$ cat config.mk
export PLATFORM = sky130hd
export DESIGN_NAME = cssu_top
export DESIGN_NICKNAME = d
export VERILOG_FILES = /design/src/include/cssu_pkg.sv /design/src/design/cssu_top.sv
export SDC_FILE = /design/constraint.sdc
export NUM_CORES = 1
export LEC_CHECK = 0
export BUFFER_PORTS_ARGS = -buffer_cell sky130_fd_sc_hd__buf_2
export CAP_MARGIN = 15
export CELL_PAD_IN_SITES_DETAIL_PLACEMENT = 1
export CELL_PAD_IN_SITES_GLOBAL_PLACEMENT = 1
export CORE_MARGIN = 3
export CORE_UTILIZATION = 45
export DETAILED_ROUTE_END_ITERATION = 10
export PLACE_DENSITY_LB_ADDON = 0.2
export SYNTH_ARGS = -nofsm -noshare
export SYNTH_HDL_FRONTEND = slang
export SYNTH_SLANG_ARGS = --single-unit
$ cat constraint.sdc
create_clock -name ref_clk -period 2.7 [get_ports ref_clk]
set_input_delay 0.405 -clock ref_clk [delete_from_list [all_inputs] [get_ports ref_clk]]
set_output_delay 0.405 -clock ref_clk [all_outputs]
set_load 0.02 [all_outputs]
$ cat src/include/cssu_pkg.sv
// Constants, types and codes for the clock source and start-up selector
// What this block does and what its users must do
// Fuse pattern 1001 selects low-frequency crystal
// Option fuse adds capacitors on both crystal pins
// Crystal start-up 1K/1K/32K, reset delays per code
// Short crystal wake only when stability unimportant
// Codes 0101-0111 select external RC, 1000 reserved
// Option fuse adds input capacitor in RC mode
// RC wake 18 cycles, code 11 six cycles
// Avoid six-cycle RC wake near maximum frequency
// Codes 0001-0100 select internal RC 1/2/4/8 MHz
// Reset loads 1 MHz trim byte automatically
// Leave option fuse unprogrammed with internal RC
// Watchdog oscillator still times watchdog and reset
// Internal RC wake six cycles, reset delay per code
// Code 0000 takes clock from oscillator input pin
// External clock wake six cycles, delay per code
// External clock changes under two percent per cycle
// Timer oscillator pins carry watch crystal only
// Reset delay counts 4K or 64K watchdog cycles
// Fuse bit reads 1 unprogrammed, 0 programmed
// Fuses sampled once at reset, reserved codes untested
package cssu_pkg;
    // Fuse group, raw bits: 1 means unprogrammed
    typedef struct packed {
        logic       oscillator_option_fuse;
        logic [1:0] startup_time_fuses;
        logic [3:0] clock_source_select_fuses;
    } cssu_fuse_s;
    // Decoded clock source
    typedef enum logic [2:0] {
        SRC_EXT_CLK, SRC_INT_RC, SRC_EXT_RC, SRC_LF_XTAL, SRC_OTHER
    } cssu_src_e;
    // Clock source selection codes
    localparam logic [3:0] SRCSEL_EXT_CLK = 4'h0;
    localparam logic [3:0] SRCSEL_IRC_LO = 4'h1;
    localparam logic [3:0] SRCSEL_IRC_HI = 4'h4;
    localparam logic [3:0] SRCSEL_ERC_LO = 4'h5;
    localparam logic [3:0] SRCSEL_ERC_HI = 4'h7;
    localparam logic [3:0] SRCSEL_LF_XTAL = 4'h9;
    // Start-up time codes
    localparam logic [1:0] STUP_00 = 2'h0;
    localparam logic [1:0] STUP_01 = 2'h1;
    localparam logic [1:0] STUP_10 = 2'h2;
    localparam logic [1:0] STUP_11 = 2'h3;
    // Programmed fuse level
    localparam logic FUSE_PROGRAMMED = 1'h0;
    // Wake-up lengths in source clock cycles
    localparam int WAKE_SHORT_CYC = 6;
    localparam int WAKE_RC_CYC = 18;
    localparam int WAKE_1K_CYC = 1024;
    // Reset delay lengths in watchdog oscillator cycles
    localparam int RST_DLY_4K_CYC = 4096;
    // Counter width, covers the longest count
    localparam int CNT_W = 17;
    // Register indices
    localparam logic [1:0] REG_TRIM = 2'h0;
    localparam logic [1:0] REG_STATUS = 2'h1;
    localparam logic [1:0] REG_FUSES = 2'h2;
    // Reset values
    localparam logic [7:0] TRIM_RST = 8'h00;
    // Cycles the fuse synchroniser needs before capture
    localparam logic [1:0] SETTLE_CYC = 2'h3;
endpackage : cssu_pkg

$ cat src/design/cssu_top.sv
// Clock source decoder, start-up timer and trim register
`timescale 1ns/100ps
module cssu_top
    import cssu_pkg::*;
#(
    parameter int WAKE_32K_CYC = 32768,
    parameter int RST_DLY_64K_CYC = 65536
) (
    // Clock and reset
    input wire logic ref_clk,
    input wire logic rst_b,
    // Fuse pins and the stored 1 MHz calibration byte
    input wire cssu_fuse_s fuse_pins,
    input wire logic [7:0] cal_byte_1mhz,
    // Source clocks, sampled on ref_clk
    input wire logic lf_xtal_clk,
    input wire logic ext_rc_clk,
    input wire logic int_rc_clk,
    input wire logic oscillator_input_pin,
    input wire logic wdt_osc_clk,
    // Sleep control from the power manager
    input wire logic sleep_req,
    input wire logic wake_req,
    // Register port
    input wire logic [1:0] reg_addr,
    input wire logic [7:0] reg_wdata,
    input wire logic reg_wr,
    input wire logic reg_rd,
    output logic [7:0] reg_rdata,
    // Decoded selection
    output cssu_src_e src_sel,
    output logic [1:0] src_range,
    output logic cap_in_en,
    output logic cap_out_en,
    output logic [7:0] rc_trim,
    // Timing results
    output logic cpu_rst_hold,
    output logic sys_clk_en,
    output logic sys_clk_tick,
    output logic wdt_tick
);
    // Sequencer states
    typedef enum logic [2:0] {
        ST_SETTLE, ST_RST_DLY, ST_RUN, ST_SLEEP, ST_WAKE
    } cssu_state_e;

    localparam int SYNC_W = 5;                  // Clock inputs synchronised

    cssu_state_e state_r, state_nxt;            // Sequencer
    cssu_fuse_s fuse_s1_r, fuse_s2_r;           // Fuse synchroniser
    cssu_fuse_s fuse_r;                         // Captured fuses
    logic [7:0] cal_s1_r, cal_s2_r;             // Calibration byte synchroniser
    logic [SYNC_W-1:0] clk_s1_r, clk_s2_r;      // Clock synchroniser
    logic [SYNC_W-1:0] clk_s3_r;                // Edge detect history
    logic [1:0] settle_r;                       // Synchroniser settle count
    logic [CNT_W-1:0] cnt_r, cnt_nxt;           // Delay counter
    logic [7:0] trim_r;                         // Oscillator trim register
    logic [7:0] rdata_r;                        // Read data

    // Inputs from outside this clock domain, two stages each
    always_ff @(posedge ref_clk or negedge rst_b) begin
        if (!rst_b) begin
            fuse_s1_r <= '1;
            fuse_s2_r <= '1;
            cal_s1_r <= 8'h00;
            cal_s2_r <= 8'h00;
            clk_s1_r <= '0;
            clk_s2_r <= '0;
            clk_s3_r <= '0;
        end else begin
            fuse_s1_r <= fuse_pins;
            fuse_s2_r <= fuse_s1_r;
            cal_s1_r <= cal_byte_1mhz;
            cal_s2_r <= cal_s1_r;
            clk_s1_r <= {wdt_osc_clk, oscillator_input_pin, int_rc_clk,
                         ext_rc_clk, lf_xtal_clk};
            clk_s2_r <= clk_s1_r;
            clk_s3_r <= clk_s2_r;
        end
    end

    // Rising edge of each sampled clock
    wire [SYNC_W-1:0] clk_rise = clk_s2_r & ~clk_s3_r;

    // Fuse field views, bit value 0 means programmed
    wire [3:0] src_code = fuse_r.clock_source_select_fuses;
    wire [1:0] stup_code = fuse_r.startup_time_fuses;
    wire opt_prog = (fuse_r.oscillator_option_fuse == FUSE_PROGRAMMED);

    // Source decode
    wire is_lf = (src_code == SRCSEL_LF_XTAL);
    wire is_erc = (src_code >= SRCSEL_ERC_LO) && (src_code <= SRCSEL_ERC_HI);
    wire is_irc = (src_code >= SRCSEL_IRC_LO) && (src_code <= SRCSEL_IRC_HI);
    wire is_ext = (src_code == SRCSEL_EXT_CLK);
    wire cssu_src_e src_dec = is_lf ? SRC_LF_XTAL :
                              is_erc ? SRC_EXT_RC :
                              is_irc ? SRC_INT_RC :
                              is_ext ? SRC_EXT_CLK : SRC_OTHER;

    // Frequency range within the family: internal RC 0..3 = 1/2/4/8 MHz
    wire [1:0] range_irc = 2'(src_code - SRCSEL_IRC_LO);
    wire [1:0] range_erc = 2'(src_code - SRCSEL_ERC_LO);
    wire [1:0] range_dec = is_irc ? range_irc : is_erc ? range_erc : 2'h0;

    // Load capacitors switched in by the programmed option fuse
    wire cap_in_dec = opt_prog && (is_lf || is_erc || is_ext);
    wire cap_out_dec = opt_prog && is_lf;

    // Wake-up length in selected source cycles
    wire [CNT_W-1:0] wake_lf = (stup_code == STUP_10) ? CNT_W'(WAKE_32K_CYC)
                                               : CNT_W'(WAKE_1K_CYC);
    wire [CNT_W-1:0] wake_erc = (stup_code == STUP_11) ? CNT_W'(WAKE_SHORT_CYC)
                                                : CNT_W'(WAKE_RC_CYC);
    wire [CNT_W-1:0] wake_len = is_lf ? wake_lf :
                                is_erc ? wake_erc :
                                CNT_W'(WAKE_SHORT_CYC);

    // Extra reset delay in watchdog cycles, zero means none
    wire [CNT_W-1:0] dly_4k = CNT_W'(RST_DLY_4K_CYC);
    wire [CNT_W-1:0] dly_64k = CNT_W'(RST_DLY_64K_CYC);
    wire [CNT_W-1:0] dly_lf = (stup_code == STUP_00) ? dly_4k : dly_64k;
    wire [CNT_W-1:0] dly_gen = (stup_code == STUP_00) ? '0 :
                               (stup_code == STUP_01) ? dly_4k : dly_64k;
    wire [CNT_W-1:0] rst_dly_len = is_lf ? dly_lf : dly_gen;

    // Tick selection: watchdog for reset delay, source for wake-up
    wire wdt_rise = clk_rise[4];
    wire src_rise = is_lf ? clk_rise[0] :
                    is_erc ? clk_rise[1] :
                    is_irc ? clk_rise[2] :
                    is_ext ? clk_rise[3] : 1'b0;
    wire cnt_done = (cnt_r == '0);

    // Sequencer next state and counter
    always_comb begin
        state_nxt = state_r;
        cnt_nxt = cnt_r;
        unique case (state_r)
            ST_SETTLE: begin
                // Fuses captured here, length chosen from them next
                if (settle_r == SETTLE_CYC) begin
                    state_nxt = ST_RST_DLY;
                    cnt_nxt = rst_dly_len;
                end
            end
            ST_RST_DLY: begin
                // Reset delay paced by watchdog oscillator
                if (cnt_done) begin
                    state_nxt = ST_RUN;
                end else if (wdt_rise) begin
                    cnt_nxt = cnt_r - CNT_W'(1);
                end
            end
            ST_RUN: begin
                // Normal operation until sleep
                if (sleep_req) begin
                    state_nxt = ST_SLEEP;
                end
            end
            ST_SLEEP: begin
                // Source restarts, load wake length
                if (wake_req) begin
                    state_nxt = ST_WAKE;
                    cnt_nxt = wake_len;
                end
            end
            ST_WAKE: begin
                // Wake-up paced by the selected source clock
                if (cnt_done) begin
                    state_nxt = ST_RUN;
                end else if (src_rise) begin
                    cnt_nxt = cnt_r - CNT_W'(1);
                end
            end
        endcase
    end

    // Sequencer registers
    always_ff @(posedge ref_clk or negedge rst_b) begin
        if (!rst_b) begin
            state_r <= ST_SETTLE;
            cnt_r <= '0;
            settle_r <= 2'h0;
        end else begin
            state_r <= state_nxt;
            cnt_r <= cnt_nxt;
            if (state_r == ST_SETTLE) begin
                settle_r <= settle_r + 2'h1;
            end
        end
    end

    // Fuses taken once after reset release, then frozen
    always_ff @(posedge ref_clk or negedge rst_b) begin
        if (!rst_b) begin
            fuse_r <= '1;
        end else if (state_r == ST_SETTLE && settle_r == SETTLE_CYC - 2'h1) begin
            fuse_r <= fuse_s2_r;
        end
    end

    // Register decode
    wire wr_trim = reg_wr && (reg_addr == REG_TRIM);
    wire load_cal = (state_r == ST_SETTLE) && (settle_r == SETTLE_CYC);
    wire run_lvl = (state_r == ST_RUN);
    wire [7:0] status_val = {run_lvl, 1'b0, range_dec, opt_prog, 3'(src_dec)};
    wire [7:0] rd_mux = (reg_addr == REG_TRIM) ? trim_r :
                        (reg_addr == REG_STATUS) ? status_val :
                        (reg_addr == REG_FUSES) ? {1'b0, fuse_r} : 8'h00;

    // Trim register, calibration byte loaded during reset sequence
    always_ff @(posedge ref_clk or negedge rst_b) begin
        if (!rst_b) begin
            trim_r <= TRIM_RST;
        end else if (load_cal) begin
            trim_r <= cal_s2_r;
        end else if (wr_trim) begin
            trim_r <= reg_wdata;
        end
    end

    // Read data, valid the cycle after the strobe
    always_ff @(posedge ref_clk or negedge rst_b) begin
        if (!rst_b) begin
            rdata_r <= 8'h00;
        end else if (reg_rd) begin
            rdata_r <= rd_mux;
        end
    end

    // Registered decode outputs
    always_ff @(posedge ref_clk or negedge rst_b) begin
        if (!rst_b) begin
            src_sel <= SRC_OTHER;
            src_range <= 2'h0;
            cap_in_en <= 1'b0;
            cap_out_en <= 1'b0;
            sys_clk_tick <= 1'b0;
            wdt_tick <= 1'b0;
        end else begin
            src_sel <= src_dec;
            src_range <= range_dec;
            cap_in_en <= cap_in_dec;
            cap_out_en <= cap_out_dec;
            sys_clk_tick <= src_rise && run_lvl;
            wdt_tick <= wdt_rise;
        end
    end

    // Output assignments
    assign reg_rdata = rdata_r;
    assign rc_trim = trim_r;
    assign sys_clk_en = run_lvl;
    assign cpu_rst_hold = (state_r == ST_SETTLE) || (state_r == ST_RST_DLY);

endmodule : cssu_top

==> metrics list, run 1 <==
- Capture point of the critical path: cnt_r[4]
* Share of the yosys chip area belonging to registers: 0.597
- First-pass DRT Iterations: 4
* Vias in the first global route: 3248
* Starting Density: 0.472
- In this run the tightest slew margin relative to its limit is 0.522.
- Boundary Pins: 63
- Of all flip-flops after synthesis, the portion carrying an async set or reset was 1.00.
* Top cells by area, synth: sky130_fd_sc_hd__dfrtp_1 (46%), sky130_fd_sc_hd__dfstp_2 (14%), sky130_fd_sc_hd__mux2i_1 (3.8%)
- The critical path is of the reg -> reg type.
* Non-filler cells, final: 547
* Final max-slew violation count: 0
- Outcome: finished, final reports clean
* Reg2reg setup slack: 0.26 ns
* Period Utilization, post-route: 0.904
* Transition time at the pin with the least slew margin: 0.717 ns
- STA classifies the critical path endpoint as a flip-flop.
- Root Buffer: sky130_fd_sc_hd__clkbuf_8
- After the last flow step, the layout net total stands at 475.
- In the synthesized netlist the dominant register cell turns out to be sky130_fd_sc_hd__dfrtp_1.
- Reported max-cap violation count: 0
- Clock latency on the worst-skew pair, taken at its later pin, is 0.38 ns.
- The initial antenna violation count came to 0.
- Diode count: 0
- The first global-routing pass estimated 16300 microns of wire.
- Static timing analysis puts the maximum clock frequency at 410 MHz.
- Via/cell ratio: 5.56
- Final critical-path required period: 2.44 ns
- The clock passes through at most 2 buffers.
- After clock tree synthesis, the clock-pin slew on the worst setup and hold paths is 0.11 ns.
- Across the routed clock network, the largest skew measured is 0.0127 ns.
* Detailed Route WL: 9820 microns
- Among all stages on the critical path, the largest delay is contributed by sky130_fd_sc_hd__or4b_4.
* Number of hold violations in the final report: 0
* Height of the chip: 103 microns
- Detailed placement ended at an HPWL of 7140 microns.
- CTS tree: yes
- In the routed design, unresolved DRC markers number 0.
* Most area-hungry cell type in the Yosys netlist: sky130_fd_sc_hd__dfrtp_1
- Worst-path cell chain: inv_1, ha_1, or4b_4, nand3b_4, o41ai_4, o21ba_4, nor2_2, o32a_1
- The die covers 10500 sq um.
* Worst supply voltage drop on vdd: 621 uV
* Required time at the endpoint of the critical path: 2.98 ns
- Capture instance of the worst register-to-register path: cnt_r[4]
* Yosys Warn Count: 0
- Setup violation total in the final timing report: 0
- Number of buffers created by CTS: 9
* GRT Util Overall: 0.203
- Die outline width: 103 microns
- The H-tree was split into 3 levels.
* Final Wtd Congestion: 0.888
* Cell Pwr Density: 1120 nW/um^2
* Area growth, synth to finish: 15.6%
- Worst hold path type: in -> async
- DR WL/cell: 17.9 microns
- STA classifies the critical path startpoint as a flip-flop.
* Floorplan row count: 34
- After layout, the design draws a total of 5430 uW.
- Net count after synthesis: 414
- Post-CTS Hold Fix Bufs: 0
- Distinct cells, synth: 62
- In the final layout, the share of cells above drive strength 1 is 0.292.
- After synthesis the netlist holds a flip-flop and latch count of 99.
- The largest single stage delay on the critical path is 0.50 ns.
- The number of setup buffers added after CTS is 0.
* Gate count after technology mapping: 373
- Synth top area share: 0.459
- Post-detailed-route count of antenna-violating nets: 0
* Final total negative setup slack: 0 ns
- After detailed placement, the design holds a cell count of 531.
* Port Buffer Count: 62
* Vias: 3044
- RSZ-0062 raised after global routing: false
- Sink count of the clock tree: 99
- After synthesis the cells add up to 4200 sq um.
* Slack of the critical path: 0.259 ns
- After the first detailed-routing iteration, the DRC count stood at 105.
* Avg Cell Area, Syn: 11.2 sq um
- Pin count of the biggest net entering global routing: 56
- Critical path arrival: 2.72 ns
- The critical path starts at cnt_r[0].
* Core Footprint: 8890 sq um
- Counting cells, the worst reg-to-reg path comes to 8.
- P_leak: 0.00216 uW
- The worst register-to-register path begins at cnt_r[0].
- Yosys mapped a number of flops with a built-in enable equal to 0.
- Pre-CTS setup slack: 0.138 ns
- Once the clock tree was built, the resizer swapped 0 gates to a different size.
- For this run the aggregate overflow at the end of global routing stands at 0.
- Along the worst path, the maximum fanout reaches 13.
[final cells by class]
| type | count | area [sq um] |
|---|---|---|
| clock buffer | 9 | 124 |
| tap | 108 | 135 |
| fill | 978 | 4040 |
| inverter | 9 | 33.8 |
| multi-input combinational | 245 | 1570 |
| timing repair buffer | 70 | 385 |
| clock inverter | 7 | 93.8 |
| sequential | 99 | 2500 |
[registers in the layout, summed over array words and instances (netlist names), 5 cells and up]
| name | count |
|---|---|
| cnt_r | 17 |
| clk_s2_r | 5 |
| clk_s1_r | 5 |
| rc_trim | 8 |
| cal_s2_r | 8 |
| clk_s3_r | 5 |
| fuse_s1_r | 7 |
| fuse_s2_r | 7 |
| reg_rdata | 8 |
| cal_s1_r | 8 |
[cell usage after synthesis (2+ instances only)]
cell / instances
sky130_fd_sc_hd__dfrtp_1: 77
sky130_fd_sc_hd__nor2_1: 37
sky130_fd_sc_hd__o21ai_0: 29
sky130_fd_sc_hd__a21oi_1: 25
sky130_fd_sc_hd__nand2_1: 23
sky130_fd_sc_hd__dfstp_2: 22
sky130_fd_sc_hd__mux2i_1: 16
sky130_fd_sc_hd__clkbuf_1: 15
sky130_fd_sc_hd__nor3_1: 14
sky130_fd_sc_hd__inv_1: 9
sky130_fd_sc_hd__a31oi_1: 8
sky130_fd_sc_hd__mux2_2: 6
sky130_fd_sc_hd__nand2b_1: 6
sky130_fd_sc_hd__ha_1: 5
sky130_fd_sc_hd__nor2b_1: 5
sky130_fd_sc_hd__o31ai_1: 5
sky130_fd_sc_hd__and2_1: 4
sky130_fd_sc_hd__nand3_1: 4
sky130_fd_sc_hd__xnor2_1: 4
sky130_fd_sc_hd__a2bb2oi_1: 3
sky130_fd_sc_hd__nor4_1: 3
sky130_fd_sc_hd__or3_1: 3
sky130_fd_sc_hd__a21o_1: 2
sky130_fd_sc_hd__and3b_1: 2
sky130_fd_sc_hd__buf_6: 2
sky130_fd_sc_hd__nand4_1: 2
sky130_fd_sc_hd__nor2_2: 2
sky130_fd_sc_hd__nor3b_1: 2
sky130_fd_sc_hd__o211ai_1: 2
sky130_fd_sc_hd__o21ai_1: 2
sky130_fd_sc_hd__o311ai_0: 2
sky130_fd_sc_hd__or2_2: 2
[stage by stage]
| stage | cell area [sq um] | utilization | hold slack (ns) |
|---|---|---|---|
| global route | 4850 | 0.546 | 0.0829 |
| finish | 4850 | 0.546 | 0.0768 |
| global placement | 4620 | 0.520 | 0.333 |
| detailed placement | 4620 | 0.520 | 0.336 |
| floorplan | 4200 | - | 0.109 |
| CTS | 4840 | 0.544 | 0.0873 |
[worst max-delay path: cells and delay by family (launching register included)]
family          cells  cell delay (ns)
fa+ha+maj           1             0.18
buf+inv             1             0.07
compound gates      3             0.85
simple gates        3             0.80
flops               1             0.42
[cell families (layout without fill, tap and decap cells)]
| family | after synthesis | after routing | share of synthesized area |
|---|---|---|---|
| fa+ha+maj | 5 | 5 | 0.0149 |
| simple gates | 120 | 120 | 0.151 |
| compound gates | 94 | 94 | 0.144 |
| mux | 22 | 22 | 0.0543 |
| buf+inv | 29 | 95 | 0.0307 |
| xor+xnor | 4 | 4 | 0.00835 |
| flops | 99 | 99 | 0.597 |
[layout by cell type, fill, tap and decap left out, types with 3 or more instances in the layout]
| cell | n |
|---|---|
| sky130_fd_sc_hd__dfrtp_1 | 77 |
| sky130_fd_sc_hd__xnor2_1 | 4 |
| sky130_fd_sc_hd__buf_2 | 61 |
| sky130_fd_sc_hd__a21oi_1 | 25 |
| sky130_fd_sc_hd__inv_1 | 9 |
| sky130_fd_sc_hd__a2bb2oi_1 | 3 |
| sky130_fd_sc_hd__clkbuf_8 | 9 |
| sky130_fd_sc_hd__nand2_1 | 22 |
| sky130_fd_sc_hd__mux2i_1 | 16 |
| sky130_fd_sc_hd__nand3_1 | 4 |
| sky130_fd_sc_hd__buf_4 | 8 |
| sky130_fd_sc_hd__nor2b_1 | 5 |
| sky130_fd_sc_hd__ha_1 | 5 |
| sky130_fd_sc_hd__nor2_1 | 37 |
| sky130_fd_sc_hd__mux2_2 | 6 |
| sky130_fd_sc_hd__or3_1 | 3 |
| sky130_fd_sc_hd__and2_1 | 4 |
| sky130_fd_sc_hd__dfstp_2 | 22 |
| sky130_fd_sc_hd__a31oi_1 | 8 |
| sky130_fd_sc_hd__nand2b_1 | 6 |
| sky130_fd_sc_hd__nor4_1 | 3 |
| sky130_fd_sc_hd__o21ai_0 | 29 |
| sky130_fd_sc_hd__o31ai_1 | 5 |
| sky130_fd_sc_hd__nor3_1 | 14 |
[routing by layer]
layer  global-route usage  up-vias  share of wire
li1                     -     1440              -
met1                0.261     1544           0.44
met2                0.342       46           0.51
met3               0.0419       14          0.032
met4               0.0747        0          0.016
met5                    0        -              0
[worst min-delay path by stage]
stage / startpoint / endpoint / slack [ns]
floorplan: rst_b / cal_s1_r[0] / 0.11
global placement: cal_s1_r[7] / cal_s2_r[7] / 0.33
detailed placement: cal_s1_r[3] / cal_s2_r[3] / 0.34
CTS: rst_b / rc_trim[6] / 0.09
global route: fuse_pins[0] / fuse_s1_r[0] / 0.08
finish: rst_b / cal_s2_r[2] / 0.08
[where the power goes]
part | internal (uW) | leakage [uW] | total [uW] | switching [uW]
clock network | 456 | 0.000107 | 1030 | 575
registers | 1910 | 0.00117 | 2300 | 388
logic | 821 | 0.000882 | 2100 | 1280
Power figures use the tool's default switching activity.
==> run 2: changes to the inputs <==
--- a/config.mk
+++ b/config.mk
@@ -12,6 +12,7 @@
 export CORE_MARGIN = 3
 export CORE_UTILIZATION = 45
 export DETAILED_ROUTE_END_ITERATION = 10
+export GPL_TIMING_DRIVEN = 0
 export PLACE_DENSITY_LB_ADDON = 0.2
 export SYNTH_ARGS = -nofsm -noshare
 export SYNTH_HDL_FRONTEND = slang
==> metrics list, run 2 (synthesized netlist as in run 1, its figures left out) <==
* Outcome: finished, final reports clean
- STA classifies the critical path startpoint as a flip-flop.
* Internal: 3220 uW
- Cell Pwr Density: 1110 nW/um^2
* Sequential group share of total power: 0.405
- Diode count: 0
- Final critical-path required period: 2.51 ns
- Along the worst path, the maximum fanout reaches 9.
- In the routed layout, each cell is associated on average with a via count of 5.54.
- Kind of critical path: reg -> reg
* Detailed Route WL: 9780 microns
* Number of placed cells counting well taps: 543
* Part of the total power dissipated in combinational logic: 0.409
- The final hold violation count came to 0.
* Layout Nets: 490
- Crit-path max cell delay: 0.52 ns
* Initial antenna violation count: 0
- Startpoint of the worst hold path: fuse_pins[0]
* Global route total overflow: 0
- Counting the buffers created by CTS gives 9.
* Number of flip-flops under the largest register name: 17
* Worst-path cell chain: inv_1, ha_1, or4b_4, nand3b_4, o31a_1, nor2_2, a21oi_1, a221oi_1
- Reported max-cap violation count: 0
- Register name with the most flops: cnt_r
- On the critical path, the stage with the largest delay is an instance of sky130_fd_sc_hd__or4b_4.
* Family with the most delay on the worst path: simple AND/OR/NAND/NOR gates
* Vias: 3111
- Of the total power, the share spent switching nets is 0.413.
- GRT Util Overall: 0.201
- The detail route stage leaves a number of antenna-violating nets equal to 0.
- P_leak: 0.00218 uW
* Boundary Pins: 63
* Starting DRT DRC Count: 135
* Core Footprint: 8890 sq um
- Final max-slew violation count: 0
- Transition time at the pin with the least slew margin: 0.592 ns
- The worst pin sits at a relative slew slack of 0.605.
* Die Outline Area: 10500 sq um
* Sink count of the clock tree: 99
* CTS tree: yes
* RSZ-0062 raised after global routing: false
* Fraction of final layout cells with drive strength greater than 1: 0.280
- Setup crit start: cnt_r[0]
- Height of the chip: 103 microns
* Sw power: 2270 uW
- Across the VDD grid, the largest voltage drop is 597 uV.
* H-tree Lvls: 3
* Area growth, synth to finish: 17.4%
- Min Hold Slack: 0.126 ns
- Vias in the first global route: 3179
- Pin count of the biggest net entering global routing: 67
* Number of filler cells placed in the layout: 973
* First-pass DRT Iterations: 5
- Count of buffering cells on the critical path with inverters included: 1
- Starting Density: 0.472
- Leading cell type in the layout, fill and taps excluded: sky130_fd_sc_hd__dfrtp_1
- Setup violations remaining at the end of the flow were counted as 0.
* Portion of total power attributed to the clock network: 0.186
- The first global-routing pass estimated 16300 microns of wire.
* Latest clock arrival within the worst-skew pair: 0.36 ns
- Period Utilization, post-route: 0.931
- Worst hold path type: in -> reg
- Clock-pin slew was measured on the worst setup and hold paths at 0.11 ns.
- The library cells used most frequently in the layout, excluding fill and tap cells, are sky130_fd_sc_hd__dfrtp_1 (77), sky130_fd_sc_hd__buf_2 (61), sky130_fd_sc_hd__nor2_1 (37).
- Critical path arrival: 2.77 ns
- In this run the horizontal extent of the chip is 103 microns.
* Port Buffer Count: 61
- Across the routed clock network, the largest skew measured is 0.0132 ns.
* Max frequency: 398 MHz
- Non-filler cells, final: 562
- DRC violations left: 0
- Endpoint class of the critical path: flip-flop
- Root Buffer: sky130_fd_sc_hd__clkbuf_8
- Required time at the endpoint of the critical path: 2.96 ns
* Number of buffers between clock root and the deepest sink: 2
- Routability-driven placement finished with a final weighted congestion of 0.809.
* Floorplan row count: 34
* Half-perimeter wire length of the detailed placement result: 7050 microns
- In the final routed layout, each cell accounts on average for 17.4 microns.
- R2R Path Start: cnt_r[0]
run 2: final timing paths:
kind                       depth (start not counted)      endpoint  slack, ns
max                                                8    state_r[1]       0.19
min                                                1  fuse_s1_r[0]       0.13
max reg2reg                                        8    state_r[1]       0.19
min reg2reg                                        0  fuse_s2_r[4]       0.36
max in group asynchronous                          3  stup_code[0]       1.45
min in group asynchronous                          2  reg_rdata[6]       0.53
run 2: metrics by stage:
| stage | setup slack (ns) | cell area, sq um | util | power (uW) | setup TNS [ns] |
|---|---|---|---|---|---|
| 2_1_floorplan | 0.454 | 4200 | - | 3720 | 0 |
| 3_3_place_gp | 0.0377 | 4640 | 0.521 | 4330 | 0 |
| 3_5_place_dp | -0.0204 | 4670 | 0.525 | 4440 | -0.0354 |
| 4_1_cts | 0.107 | 4900 | 0.551 | 5490 | 0 |
| 5_1_grt | 0.00105 | 4920 | 0.554 | 5910 | 0 |
| 6_report | 0.188 | 4920 | 0.554 | 5490 | 0 |
run 2: repair_timing:
action,CTS,global route
pin swaps,0,3
hold buffers,1,0
setup endpoints to repair,3,8
setup buffers,0,3
gates resized for setup,1,2
hold endpoints to repair,32,0
run 2: worst reg2reg max path: stages, from the launching register on:
cell                       delay (ns)
sky130_fd_sc_hd__dfrtp_1         0.42
sky130_fd_sc_hd__inv_1           0.07
sky130_fd_sc_hd__ha_1            0.20
sky130_fd_sc_hd__or4b_4          0.52
sky130_fd_sc_hd__nand3b_4        0.25
sky130_fd_sc_hd__o31a_1          0.46
sky130_fd_sc_hd__nor2_2          0.20
sky130_fd_sc_hd__a21oi_1         0.08
sky130_fd_sc_hd__a221oi_1        0.23
run 2: power groups by stage:
stage | Sequential [uW] | Combinational, uW | Clock [uW]
after CTS | 2200 | 2240 | 1050
after global routing | 2280 | 2510 | 1120
after floorplan | 2310 | 1400 | 0
final | 2220 | 2240 | 1020
after global placement | 2210 | 2130 | 0
after detailed placement | 2230 | 2220 | 0
run 2: area by class of cell:
cell class                      instances  area (sq um)  share of cell area
Timing Repair Buffer                   66           368              0.0747
Clock buffer                            9           124              0.0252
Multi-Input combinational cell        245          1570               0.320
Tap cell                              108           135              0.0274
Sequential cell                        99          2500               0.509
Buffer                                 19          91.3              0.0186
Inverter                                9          33.8             0.00686
Clock inverter                          7          92.6              0.0188
run 2: routing by layer:
| metal | up-vias | wire (microns) | share of wire | global-route usage |
|---|---|---|---|---|
| li1 | 1472 | - | - | - |
| met1 | 1571 | 4500 | 0.46 | 0.283 |
| met2 | 57 | 4760 | 0.49 | 0.317 |
| met3 | 11 | 374 | 0.038 | 0.0453 |
| met4 | 0 | 146 | 0.015 | 0.0555 |
| met5 | - | 0 | 0 | 0 |
